--- config.mk ---
export PLATFORM = sky130hd
export DESIGN_NAME = lsrt_top
export DESIGN_NICKNAME = d
export VERILOG_FILES = /design/src/hdl/lsrt_pkg.sv /design/src/hdl/lsrt_top.sv
export VERILOG_INCLUDE_DIRS = /design/src /design/src/hdl
export SDC_FILE = /design/constraint.sdc
export NUM_CORES = 1
export LEC_CHECK = 0
export BUFFER_PORTS_ARGS = -buffer_cell sky130_fd_sc_hd__buf_4
export CAP_MARGIN = 25
export CELL_PAD_IN_SITES_DETAIL_PLACEMENT = 1
export CELL_PAD_IN_SITES_GLOBAL_PLACEMENT = 1
export CORE_ASPECT_RATIO = 1.4
export CORE_UTILIZATION = 47
export DETAILED_ROUTE_END_ITERATION = 10
export GPL_TIMING_DRIVEN = 0
export PLACE_DENSITY_LB_ADDON = 0.1
export SKIP_CTS_REPAIR_TIMING = 1
export SYNTH_ARGS = -nofsm -noshare
export SYNTH_HDL_FRONTEND = slang
export SYNTH_SLANG_ARGS = --single-unit
--- constraint.sdc ---
create_clock -name ref_clk_in -period 2.4 [get_ports ref_clk_in]
set_input_delay 0.24 -clock ref_clk_in [delete_from_list [all_inputs] [get_ports ref_clk_in]]
set_output_delay 0.24 -clock ref_clk_in [all_outputs]
set_load 0.05 [all_outputs]
--- src/hdl/lsrt_defs.svh ---
`ifndef LSRT_DEFS_SVH
`define LSRT_DEFS_SVH

// ---------------------------------------------------------------
// timing
// ---------------------------------------------------------------
`define LSRT_CLK_MHZ      100
`define LSRT_TICK_US      2000
`define LSRT_TICK_CYC     (`LSRT_TICK_US * `LSRT_CLK_MHZ)
`define LSRT_TICK_W       18

// ---------------------------------------------------------------
// register byte offsets
// ---------------------------------------------------------------
`define LSRT_OFS_IRQ_CLR  8'h00
`define LSRT_OFS_TRIP_CFG 8'h04
`define LSRT_OFS_DEB_STAT 8'h08
`define LSRT_OFS_BD_A     8'h0C
`define LSRT_OFS_BD_B     8'h10
`define LSRT_OFS_BD_C     8'h14
`define LSRT_OFS_DEB_CFG  8'h18
`define LSRT_LOCAL_BASE   3'h1
`define LSRT_NUM_SRC      5

// ---------------------------------------------------------------
// field positions and reset values
// ---------------------------------------------------------------
`define LSRT_LS_SO_A      5
`define LSRT_LS_SO_B      6
`define LSRT_LS_PEND_LSB  8
`define LSRT_BD_LVL_LSB   4
`define LSRT_DEB_B_LSB    5
`define LSRT_TRIP_RST     7'h00
`define LSRT_DEB_CFG_RST  10'h0C6
`endif

--- src/hdl/lsrt_pkg.sv ---
package lsrt_pkg;

  // ring trip configuration word, low bits of its register
  typedef struct packed {
    logic       out_pol;
    logic       in_pol;
    logic [2:0] out_sel;
    logic       in_sel;
    logic       enable;
  } lsrt_trip_cfg_t;

  // trip output select codes
  typedef enum logic [2:0] {
    LSRT_SEL_OUT_A = 3'h0,
    LSRT_SEL_OUT_B = 3'h1,
    LSRT_SEL_BD_A  = 3'h2,
    LSRT_SEL_BD_B  = 3'h3,
    LSRT_SEL_BD_C  = 3'h4
  } lsrt_out_sel_t;

endpackage

--- src/hdl/lsrt_top.sv ---
`timescale 1ns/1ps
`include "lsrt_defs.svh"

module lsrt_top #(
  parameter int TICK_CYC = `LSRT_TICK_CYC
) (
  input  wire logic        ref_clk_in,
  input  wire logic        rst_n_in,
  input  wire logic        hsel_in,
  input  wire logic [31:0] haddr_in,
  input  wire logic [1:0]  htrans_in,
  input  wire logic        hwrite_in,
  input  wire logic [2:0]  hsize_in,
  input  wire logic [31:0] hwdata_in,
  input  wire logic        hready_in,
  output logic             hreadyout_out,
  output logic             hresp_out,
  output logic [31:0]      hrdata_out,
  input  wire logic [3:0]  line_input_a_in,
  input  wire logic [3:0]  line_input_b_in,
  input  wire logic [3:0]  bidir_pin_a_in,
  output logic [3:0]       bidir_pin_a_out,
  output logic [3:0]       bidir_pin_a_oe_out,
  input  wire logic [3:0]  bidir_pin_b_in,
  output logic [3:0]       bidir_pin_b_out,
  output logic [3:0]       bidir_pin_b_oe_out,
  input  wire logic [3:0]  bidir_pin_c_in,
  output logic [3:0]       bidir_pin_c_out,
  output logic [3:0]       bidir_pin_c_oe_out,
  output logic [3:0]       line_output_a_out,
  output logic [3:0]       line_output_b_out,
  output logic             irq_out_low_pair_out,
  output logic             irq_out_low_pair_oe_out,
  output logic             irq_out_high_pair_out,
  output logic             irq_out_high_pair_oe_out
);

  localparam logic [`LSRT_TICK_W-1:0] TICK_LAST =
    `LSRT_TICK_W'(TICK_CYC - 1);

  // ---------------------------------------------------------------
  // decode helpers
  // ---------------------------------------------------------------
  function automatic logic local_hit(input logic [7:0] a);
    local_hit = (a[7:5] == `LSRT_LOCAL_BASE);
  endfunction

  function automatic logic [1:0] chan_of(input logic [7:0] a);
    chan_of = a[4:3];
  endfunction

  function automatic logic [1:0] bd_of(input logic [7:0] a);
    bd_of = 2'((a - `LSRT_OFS_BD_A) >> 2);
  endfunction

  function automatic logic bd_hit(input logic [7:0] a);
    bd_hit = (a == `LSRT_OFS_BD_A) || (a == `LSRT_OFS_BD_B) ||
             (a == `LSRT_OFS_BD_C);
  endfunction

  // ---------------------------------------------------------------
  // state
  // ---------------------------------------------------------------
  logic [3:0]                 la_s1_reg;
  logic [3:0]                 lb_s1_reg;
  logic [1:0][3:0]            in_s2_reg;
  logic [2:0][3:0]            bd_s1_reg;
  logic [2:0][3:0]            bd_s2_reg;
  logic [`LSRT_TICK_W-1:0]    tick_cnt_reg;
  logic                       tick_reg;
  logic [1:0][3:0][4:0]       cnt_reg;
  logic [1:0][3:0]            deb_reg;
  logic [3:0][4:0]            src_prev_reg;
  logic [3:0][4:0]            pend_reg;
  logic [3:0][4:0]            pend_next;
  logic [3:0][4:0]            new_evt;
  logic [3:0][4:0]            src_now;
  logic [3:0][4:0]            in_mask;
  lsrt_pkg::lsrt_trip_cfg_t   trip_cfg_reg;
  logic [9:0]                 deb_cfg_reg;
  logic [2:0][3:0]            dir_reg;
  logic [2:0][3:0]            bdo_reg;
  logic [1:0][3:0]            so_reg;
  logic [3:0][4:0]            ie_reg;
  logic [3:0]                 offhook_prev_reg;
  logic [3:0]                 offhook;
  logic [3:0]                 trip_evt;
  logic [3:0]                 trip_reg;
  logic [3:0]                 sw_touch;
  logic [3:0][4:0]            base_lvl;
  logic [3:0][4:0]            out_lvl;
  logic                       wr_pend_reg;
  logic [7:0]                 wr_addr_reg;
  logic [31:0]                hrdata_reg;
  logic [31:0]                rd_mux;
  logic                       irq_lo_reg;
  logic                       irq_hi_reg;
  logic                       acc;
  logic                       rd_acc;
  logic [7:0]                 aa;
  logic                       wr_clr_all;
  logic                       rd_deb;
  logic [2:0]                 rd_bd;
  logic [3:0]                 rd_ls;

  // ---------------------------------------------------------------
  // input synchronisers
  // ---------------------------------------------------------------
  // two-stage sampling
  // bidir pins are not debounced, so metastability matters most here
  always_ff @(posedge ref_clk_in or negedge rst_n_in) begin
    if (!rst_n_in) begin
      la_s1_reg <= 4'h0;
      lb_s1_reg <= 4'h0;
      in_s2_reg <= 8'h00;
      bd_s1_reg <= 12'h000;
      bd_s2_reg <= 12'h000;
    end else begin
      la_s1_reg <= line_input_a_in;
      lb_s1_reg <= line_input_b_in;
      in_s2_reg <= {lb_s1_reg, la_s1_reg};
      bd_s1_reg <= {bidir_pin_c_in, bidir_pin_b_in, bidir_pin_a_in};
      bd_s2_reg <= bd_s1_reg;
    end
  end

  // ---------------------------------------------------------------
  // debounce
  // ---------------------------------------------------------------
  // sample tick, one cycle every TICK_CYC
  always_ff @(posedge ref_clk_in or negedge rst_n_in) begin
    if (!rst_n_in) begin
      tick_cnt_reg <= '0;
      tick_reg     <= 1'b0;
    end else begin
      tick_reg     <= (tick_cnt_reg == TICK_LAST);
      tick_cnt_reg <= (tick_cnt_reg == TICK_LAST) ? '0 :
                      tick_cnt_reg + `LSRT_TICK_W'(1);
    end
  end

  // stable-count filter
  // any return to the held level restarts the count
  always_ff @(posedge ref_clk_in or negedge rst_n_in) begin
    if (!rst_n_in) begin
      cnt_reg <= '0;
      deb_reg <= 8'h00;
    end else begin
      for (int i = 0; i < 2; i++) begin
        for (int c = 0; c < 4; c++) begin
          if (in_s2_reg[i][c] == deb_reg[i][c]) begin
            cnt_reg[i][c] <= 5'h00;
          end else if (tick_reg) begin
            if (cnt_reg[i][c] >= deb_cfg_reg[i*5 +: 5]) begin
              deb_reg[i][c] <= in_s2_reg[i][c];
              cnt_reg[i][c] <= 5'h00;
            end else begin
              cnt_reg[i][c] <= cnt_reg[i][c] + 5'h01;
            end
          end
        end
      end
    end
  end

  // ---------------------------------------------------------------
  // bus slave
  // ---------------------------------------------------------------
  // zero wait state; every transfer answers OKAY
  assign hreadyout_out = 1'b1;
  assign hresp_out     = 1'b0;
  assign hrdata_out    = hrdata_reg;
  assign acc    = hsel_in && htrans_in[1] && hready_in;
  assign rd_acc = acc && !hwrite_in;
  assign aa     = haddr_in[7:0];

  // side-effect strobes, reads at address phase, clear in data phase
  always_comb begin
    wr_clr_all = wr_pend_reg && (wr_addr_reg == `LSRT_OFS_IRQ_CLR);
    rd_deb     = rd_acc && (aa == `LSRT_OFS_DEB_STAT);
    rd_bd      = 3'h0;
    rd_ls      = 4'h0;
    if (rd_acc && bd_hit(aa)) begin
      rd_bd[bd_of(aa)] = 1'b1;
    end
    if (rd_acc && local_hit(aa) && aa[2]) begin
      rd_ls[chan_of(aa)] = 1'b1;
    end
  end

  // read data selection; upper address bits alias, unmapped reads zero
  always_comb begin
    rd_mux = 32'h0000_0000;
    if (aa == `LSRT_OFS_TRIP_CFG) begin
      rd_mux[6:0] = trip_cfg_reg;
    end else if (aa == `LSRT_OFS_DEB_STAT) begin
      // debounced input a low nibble, b high nibble
      rd_mux[7:0] = {deb_reg[1], deb_reg[0]};
    end else if (aa == `LSRT_OFS_DEB_CFG) begin
      rd_mux[9:0] = deb_cfg_reg;
    end else if (bd_hit(aa)) begin
      // inputs show the pin, outputs the driven value
      rd_mux[3:0] = dir_reg[bd_of(aa)];
      rd_mux[`LSRT_BD_LVL_LSB +: 4] =
        (dir_reg[bd_of(aa)] & bdo_reg[bd_of(aa)]) |
        (~dir_reg[bd_of(aa)] & bd_s2_reg[bd_of(aa)]);
    end else if (local_hit(aa) && !aa[2]) begin
      rd_mux[4:0] = ie_reg[chan_of(aa)];
    end else if (local_hit(aa)) begin
      // both dedicated inputs of this channel
      rd_mux[0] = deb_reg[0][chan_of(aa)];
      rd_mux[1] = deb_reg[1][chan_of(aa)];
      for (int p = 0; p < 3; p++) begin
        rd_mux[2 + p] = dir_reg[p][chan_of(aa)] ?
                        bdo_reg[p][chan_of(aa)] :
                        bd_s2_reg[p][chan_of(aa)];
      end
      rd_mux[`LSRT_LS_SO_A] = so_reg[0][chan_of(aa)];
      rd_mux[`LSRT_LS_SO_B] = so_reg[1][chan_of(aa)];
      rd_mux[`LSRT_LS_PEND_LSB +: 5] = pend_reg[chan_of(aa)];
    end
  end

  // address phase capture and registered read data
  always_ff @(posedge ref_clk_in or negedge rst_n_in) begin
    if (!rst_n_in) begin
      wr_pend_reg <= 1'b0;
      wr_addr_reg <= 8'h00;
      hrdata_reg  <= 32'h0000_0000;
    end else begin
      wr_pend_reg <= acc && hwrite_in;
      wr_addr_reg <= aa;
      if (rd_acc) begin
        hrdata_reg <= rd_mux;
      end
    end
  end

  // software-written configuration
  always_ff @(posedge ref_clk_in or negedge rst_n_in) begin
    if (!rst_n_in) begin
      trip_cfg_reg <= `LSRT_TRIP_RST;
      deb_cfg_reg  <= `LSRT_DEB_CFG_RST;
      dir_reg      <= 12'h000;
      bdo_reg      <= 12'h000;
      so_reg       <= 8'h00;
      ie_reg       <= '0;
    end else if (wr_pend_reg) begin
      if (wr_addr_reg == `LSRT_OFS_TRIP_CFG) begin
        // enable, input select, output select, polarities
        trip_cfg_reg <= hwdata_in[6:0];
      end
      if (wr_addr_reg == `LSRT_OFS_DEB_CFG) begin
        deb_cfg_reg <= hwdata_in[9:0];
      end
      if (bd_hit(wr_addr_reg)) begin
        // direction bits, output levels only here
        dir_reg[bd_of(wr_addr_reg)] <= hwdata_in[3:0];
        bdo_reg[bd_of(wr_addr_reg)] <= hwdata_in[`LSRT_BD_LVL_LSB +: 4];
      end
      if (local_hit(wr_addr_reg) && !wr_addr_reg[2]) begin
        ie_reg[chan_of(wr_addr_reg)] <= hwdata_in[4:0];
      end
      if (local_hit(wr_addr_reg) && wr_addr_reg[2]) begin
        so_reg[0][chan_of(wr_addr_reg)] <= hwdata_in[`LSRT_LS_SO_A];
        so_reg[1][chan_of(wr_addr_reg)] <= hwdata_in[`LSRT_LS_SO_B];
      end
    end
  end

  // ---------------------------------------------------------------
  // change events and pending flags
  // ---------------------------------------------------------------
  // changes of input-role sources only
  always_comb begin
    for (int c = 0; c < 4; c++) begin
      src_now[c] = {bd_s2_reg[2][c], bd_s2_reg[1][c], bd_s2_reg[0][c],
                    deb_reg[1][c], deb_reg[0][c]};
      in_mask[c] = {~dir_reg[2][c], ~dir_reg[1][c], ~dir_reg[0][c],
                    2'b11};
      new_evt[c] = (src_now[c] ^ src_prev_reg[c]) & in_mask[c] &
                   ie_reg[c];
    end
  end

  // clears from reads and writes, a new event in the same cycle wins
  always_comb begin
    for (int c = 0; c < 4; c++) begin
      pend_next[c] = pend_reg[c];
      if (wr_clr_all) begin
        pend_next[c] = 5'h00;
      end
      // dedicated input sources of every channel
      if (rd_deb) begin
        pend_next[c][1:0] = 2'b00;
      end
      for (int p = 0; p < 3; p++) begin
        if (rd_bd[p]) begin
          pend_next[c][2 + p] = 1'b0;
        end
      end
      if (rd_ls[c]) begin
        pend_next[c] = 5'h00;
      end
      pend_next[c] = pend_next[c] | new_evt[c];
    end
  end

  always_ff @(posedge ref_clk_in or negedge rst_n_in) begin
    if (!rst_n_in) begin
      src_prev_reg <= '0;
      pend_reg     <= '0;
    end else begin
      src_prev_reg <= src_now;
      pend_reg     <= pend_next;
    end
  end

  // open drain: pin released means asserted high
  // held while anything pending in the pair
  always_ff @(posedge ref_clk_in or negedge rst_n_in) begin
    if (!rst_n_in) begin
      irq_lo_reg <= 1'b0;
      irq_hi_reg <= 1'b0;
    end else begin
      irq_lo_reg <= |{pend_next[1], pend_next[0]};
      irq_hi_reg <= |{pend_next[3], pend_next[2]};
    end
  end
  assign irq_out_low_pair_out     = 1'b0;
  assign irq_out_low_pair_oe_out  = !irq_lo_reg;
  assign irq_out_high_pair_out    = 1'b0;
  assign irq_out_high_pair_oe_out = !irq_hi_reg;

  // ---------------------------------------------------------------
  // hardware ring trip
  // ---------------------------------------------------------------
  // off-hook level per polarity
  always_comb begin
    for (int c = 0; c < 4; c++) begin
      offhook[c] = (trip_cfg_reg.in_sel ? deb_reg[1][c] : deb_reg[0][c])
                   == trip_cfg_reg.in_pol;
      base_lvl[c] = {bdo_reg[2][c], bdo_reg[1][c], bdo_reg[0][c],
                     so_reg[1][c], so_reg[0][c]};
      // fire only while the output sits at ringing level
      trip_evt[c] = trip_cfg_reg.enable && offhook[c] &&
                    !offhook_prev_reg[c] &&
                    (trip_cfg_reg.out_sel <= lsrt_pkg::LSRT_SEL_BD_C) &&
                    (base_lvl[c][trip_cfg_reg.out_sel] ==
                     trip_cfg_reg.out_pol);
      // software rewriting control ends the override
      sw_touch[c] = wr_pend_reg &&
                    ((local_hit(wr_addr_reg) && wr_addr_reg[2] &&
                      chan_of(wr_addr_reg) == 2'(c)) ||
                     bd_hit(wr_addr_reg) ||
                     wr_addr_reg == `LSRT_OFS_TRIP_CFG);
    end
  end

  always_ff @(posedge ref_clk_in or negedge rst_n_in) begin
    if (!rst_n_in) begin
      offhook_prev_reg <= 4'h0;
      trip_reg         <= 4'h0;
    end else begin
      offhook_prev_reg <= offhook;
      for (int c = 0; c < 4; c++) begin
        if (trip_evt[c]) begin
          trip_reg[c] <= 1'b1;
        end else if (!trip_cfg_reg.enable || sw_touch[c]) begin
          trip_reg[c] <= 1'b0;
        end
      end
    end
  end

  // tripped output goes to its rest level, the inverse of ringing
  always_comb begin
    for (int c = 0; c < 4; c++) begin
      for (int k = 0; k < `LSRT_NUM_SRC; k++) begin
        out_lvl[c][k] = (trip_reg[c] && trip_cfg_reg.out_sel == 3'(k)) ?
                        !trip_cfg_reg.out_pol : base_lvl[c][k];
      end
    end
  end

  // registered pin drive for all five output pins
  always_ff @(posedge ref_clk_in or negedge rst_n_in) begin
    if (!rst_n_in) begin
      line_output_a_out <= 4'h0;
      line_output_b_out <= 4'h0;
      bidir_pin_a_out   <= 4'h0;
      bidir_pin_b_out   <= 4'h0;
      bidir_pin_c_out   <= 4'h0;
    end else begin
      for (int c = 0; c < 4; c++) begin
        line_output_a_out[c] <= out_lvl[c][0];
        line_output_b_out[c] <= out_lvl[c][1];
        bidir_pin_a_out[c]   <= out_lvl[c][2];
        bidir_pin_b_out[c]   <= out_lvl[c][3];
        bidir_pin_c_out[c]   <= out_lvl[c][4];
      end
    end
  end
  assign bidir_pin_a_oe_out = dir_reg[0];
  assign bidir_pin_b_oe_out = dir_reg[1];
  assign bidir_pin_c_oe_out = dir_reg[2];
endmodule

# Yosys cells after proc, flatten, opt, wreduce, memory -nomap -nowiden
# Index checks and enable logic that the tools add are counted.
# word_totals
input_bits	94
ff_bits	268
out_inout_bits	70
elab_cells	451
# op_classes
n_addsub	11
bitwise_logic	40
n_lt_le_gt_ge	18
n_eq_ne	37
reduce_logical	117
muxes	159
# op_table
op	n
5-bit two-way mux	40
1-bit two-way mux	68
1-bit logical AND	60
8-bit by 5-bit == test with 1-bit output (second input constant)	6
5-bit by 1-bit adder with 5-bit output (second input constant)	8
5-bit bitwise AND	8
5-bit greater-or-equal comparator	8
1-bit binary-select mux with 2-bit select	13
4-bit binary-select mux with 2-bit select	3
12-bit bitwise mux	2
8-bit by 4-bit == test with 1-bit output (second input constant)	3
3-bit AND reduction	8
2-bit nonzero test	12
7-bit two-way mux	3
5-bit binary-select mux with 2-bit select	2
20-bit bitwise mux	1
4-bit two-way mux	5
1-bit inverter	20
5-bit OR	4
10-bit OR reduction	2
5-bit bitwise XOR	4
18-bit by 1-bit adder with 18-bit output (second input constant)	1
18-bit == test (second input constant)	1
18-bit two-way mux	1
31 further kinds	99

# Longest topological paths before layout
# logic_depth
word_depth	10
mapped_depth	11
depth_no_buf	8

# Worst setup path before layout
# Ideal clock, no wire load.
# synth_path
path_kind	input -> register
startpoint	input port haddr_in[3]
endpoint	register hrdata_reg[4] (netlist: hrdata_out[4])
setup_time_ns	0.127
stages	10
required_time_ns	2.273
slack_ns	-0.296
t_arrival_ns	2.569
path_buffers	3
cell_sequence	buf_2 > buf_1 > inv_1 > ha_1 > buf_1 > mux2_2 > a221oi_1 > a21oi_1 > o211ai_1 > a21oi_1
# synth_via
elab_chain_len	10
word_cells_on_any_way	34
cone_classes	add/sub: 1; eq/ne: 6; mux: 21; bitwise: 4; reduce/logical: 2
# synth_lines
element	line	rtl
from (decl)	lsrt_top.sv:10	input wire logic [31:0] haddr_in,
4-bit subtractor (no line)	--	
4-bit binary-select mux with 2-bit select	lsrt_top.sv:205, lsrt_top.sv:206	
4-bit two-way mux (implied by the code)	lsrt_top.sv:205, lsrt_top.sv:206	
4-bit inverter	lsrt_top.sv:206	(~dir_reg[bd_of(aa)] & bd_s2_reg[bd_of(aa)]);
4-bit bitwise AND	lsrt_top.sv:206	
4-bit OR	lsrt_top.sv:205	(dir_reg[bd_of(aa)] & bdo_reg[bd_of(aa)]) |
7-bit two-way mux	lsrt_top.sv:201	end else if (bd_hit(aa)) begin
10-bit two-way mux	lsrt_top.sv:199	end else if (aa == `LSRT_OFS_DEB_CFG) begin
8-bit two-way mux	lsrt_top.sv:196	end else if (aa == `LSRT_OFS_DEB_STAT) begin
7-bit two-way mux (*)	lsrt_top.sv:194	if (aa == `LSRT_OFS_TRIP_CFG) begin
to (signal assigned)	lsrt_top.sv:234	hrdata_reg <= rd_mux;
to (decl)	lsrt_top.sv:94	logic [31:0] hrdata_reg;
# Mark *: on every way between the ends. The rest lies on a longest branch, timed or not. The select of a mux whose other input is x is not followed.
# A chain may end at the register's enable or synchronous reset.

# Worst setup path after layout
# Ends and elaborated chain as after synthesis.

==> qor.csv <==
metric;value;unit
synthArstFlopShare;100.0;%
hold_path.class;primary input to register;
viasPerCell;5.686;
synth_top_area_share;50.99;%
dieWidth;142.3;um
ioPinCount;164;
ys_top_cells_by_area;dfrtp_1, mux2_2, ha_1;
clock_path_buffers;3;
synth_area;12950;um2
grt_max_degree;124;
r2r_slack;0.01;ns
report.final.hold_viol_count;0;
antenna_cells;0;
leakage;7.329;nW
fin_cells;1645;
reg2regPathDepth;7;
ys_top_cells_by_count;dfrtp_1, mux2_2, nand2_1;
switchingPower;0.002807;W
wl_per_cell;22.00;um
cts_made_buffers;27;
area_delta_synth_final;20.12;%
cp-start-kind;primary input;
maxCapViolations;0;
power_frac_comb;13.2;%
ant_nets;0;
ys_dominant_reg_cell;dfrtp_1;
internal_power;0.007628;W
violations;negative setup slack;
slew_violations;0;
rows;71;
synth_edf_count;0;
cts_tree;built;
p_clk_share;39.8;%
drive_gt1_share;24.92;%
hpwl;25710;um
yosysWarnings;0;
path_class;primary input to register;
clock-sinks;268;
die_h;198.4;um
ir_drop;588.2;uV
grt-ovfl-total;0;
holdCritStartpoint;hwdata_in[6];
firstDrtPassIters;4;
port_buffers;90;
seqPwrFrac;46.9;%
dr.first_iter.drc_count;401;
start_util;47.97;%
syn_area_per_cell;12.03;um2
synth.most_common_cell;dfrtp_1;
whs_endpoint;base_lvl[6];
r2r_end;irq_lo_reg;
grt_pass1_vias;9781;
postSynthCellCount;1077;
dieArea;28240;um2
grt_usage;26.31;%
setup_viol_count_final;3;
timing.rr.start;wr_addr_reg[2];
ys_seq_elements;268;
relSlewSlack;42.51;%
end_kind;register;
hold_depth;2;
yosysSeqAreaShare;51.81;%
drc;0;
core;27010;um2
clk_pin_slew_worst_paths;0.07;ns
fin_nets;1408;
clock_insertion_delay_worst_skew;0.55;ns
gp_congestion;0.8634;
synth_top_cell_by_area;dfrtp_1;
clock_skew;0.01739;ns
grt_pass1_wl;55950;um
pre_cts_slack;-0.8400;ns
period_needed;2.549;ns
fin_ws;-0.1487;ns
rsz0062_at_grt;yes;
antenna_found_initial;0;
switching_share;26.90;%
cp_max_fo;10;
p_per_area;670.6;nW/um2
root_buffer;clkbuf_16;
status;finished, violations left;
num_vias;9353;
largest_reg_flops;40;
period_share;106.2;%
routed_wl;36190;um
htree_levels;1;
synthDistinctLibCells;59;
worst_ep_required_time;2.80;ns
worst_pin_slew;0.8623;ns
dp.cells;1555;
fmax;392.4;MHz
cp_data_arrival_time;2.95;ns
==> metrics by stage <==
| stage | power [W] | cell area [um2] | utilization, % | setup TNS [ns] | hold slack [ns] |
|---|---|---|---|---|---|
| 4_1_cts | 0.01048 | 15100 | 55.92 | -9.780 | -0.4644 |
| 2_1_floorplan | 0.005757 | 13040 | - | 0 | -0.05559 |
| 6_report | 0.01044 | 15560 | 57.62 | -0.2256 | 0.05083 |
| 3_3_place_gp | 0.006252 | 14170 | 52.46 | -315.16 | 0.3322 |
| 5_1_grt | 0.01081 | 15560 | 57.62 | -0.5415 | 0.03707 |
| 3_5_place_dp | 0.006296 | 14230 | 52.70 | -16.78 | 0.1077 |
==> layout make-up <==
cell class | count | area [um2]
fillers | 2869 | 11440
flip-flops and latches | 268 | 6711
multi-input cells | 741 | 5952
repair buffers | 133 | 1134
clock buffers | 37 | 783.3
well taps | 365 | 456.7
plain buffers | 59 | 324.1
inverters | 30 | 112.6
clock inverters | 12 | 87.58
==> critical path, cell delays in order <==
cell and delay, ns:
buf_4 0.11, clkbuf_4 0.24, buf_4 0.26, inv_1 0.14, ha_1 0.37, clkbuf_4 0.26
mux2i_1 0.22, o2bb2ai_1 0.21, a221oi_2 0.28, a21oi_1 0.13, o211ai_1 0.35, a21oi_1 0.13
==> routing by layer <==
| metal | track usage, % | part of all wire, % | up-vias |
|---|---|---|---|
| li1 | - | - | 4232 |
| met1 | 31.30 | 40 | 4821 |
| met2 | 48.09 | 53 | 229 |
| met3 | 2.889 | 3.9 | 71 |
| met4 | 10.63 | 3.4 | 0 |
| met5 | 0 | 0 | - |
==> power groups by stage <==
stage / logic, W / clock network [W] / registers (W)
6_report: 0.00138 / 0.00416 / 0.00490
5_1_grt: 0.00147 / 0.00442 / 0.00491
4_1_cts: 0.00133 / 0.00425 / 0.00489
3_5_place_dp: 0.00132 / 0 / 0.00498
3_3_place_gp: 0.00128 / 0 / 0.00497
2_1_floorplan: 0.000672 / 0 / 0.00508
==> cell usage in the layout, fill, tap and decap left out, types with 10 or more instances in the layout <==
cell / instances
a21o_1: 32
a21oi_1: 39
a31o_2: 14
a31oi_1: 17
and3_1: 18
buf_4: 117
clkbuf_1: 29
clkbuf_16: 27
clkinv_2: 10
conb_1: 23
dfrtp_1: 264
dlygate4sd3_1: 34
ha_1: 53
inv_1: 29
mux2_2: 80
mux2i_1: 28
mux4_2: 27
nand2_1: 76
nand3_1: 36
nor2_1: 29
nor2b_1: 13
nor3b_1: 23
o21ai_0: 55
xnor2_1: 17
xor2_1: 50
==> logic make-up after synthesis <==
| group | count (synthesis) | synth area share [%] |
|---|---|---|
| mux | 135 | 13.81 |
| fa+ha+maj | 54 | 5.215 |
| compound gates | 216 | 11.11 |
| buf+inv | 89 | 3.293 |
| xor+xnor | 67 | 4.530 |
| other cells | 2 | 0.05797 |
| flops | 268 | 51.81 |
| simple gates | 246 | 10.18 |
==> worst max-delay path by stage <==
stage,startpoint,endpoint,cells past startpoint
6_report,haddr_in[3],hrdata_out[4],12
3_5_place_dp,haddr_in[3],hrdata_out[4],12
3_3_place_gp,rst_n_in,la_s1_reg[2],1
2_1_floorplan,haddr_in[3],hrdata_out[4],10
5_1_grt,haddr_in[3],hrdata_out[4],12
4_1_cts,haddr_in[3],hrdata_out[4],12
Power figures use the tool's default switching activity.
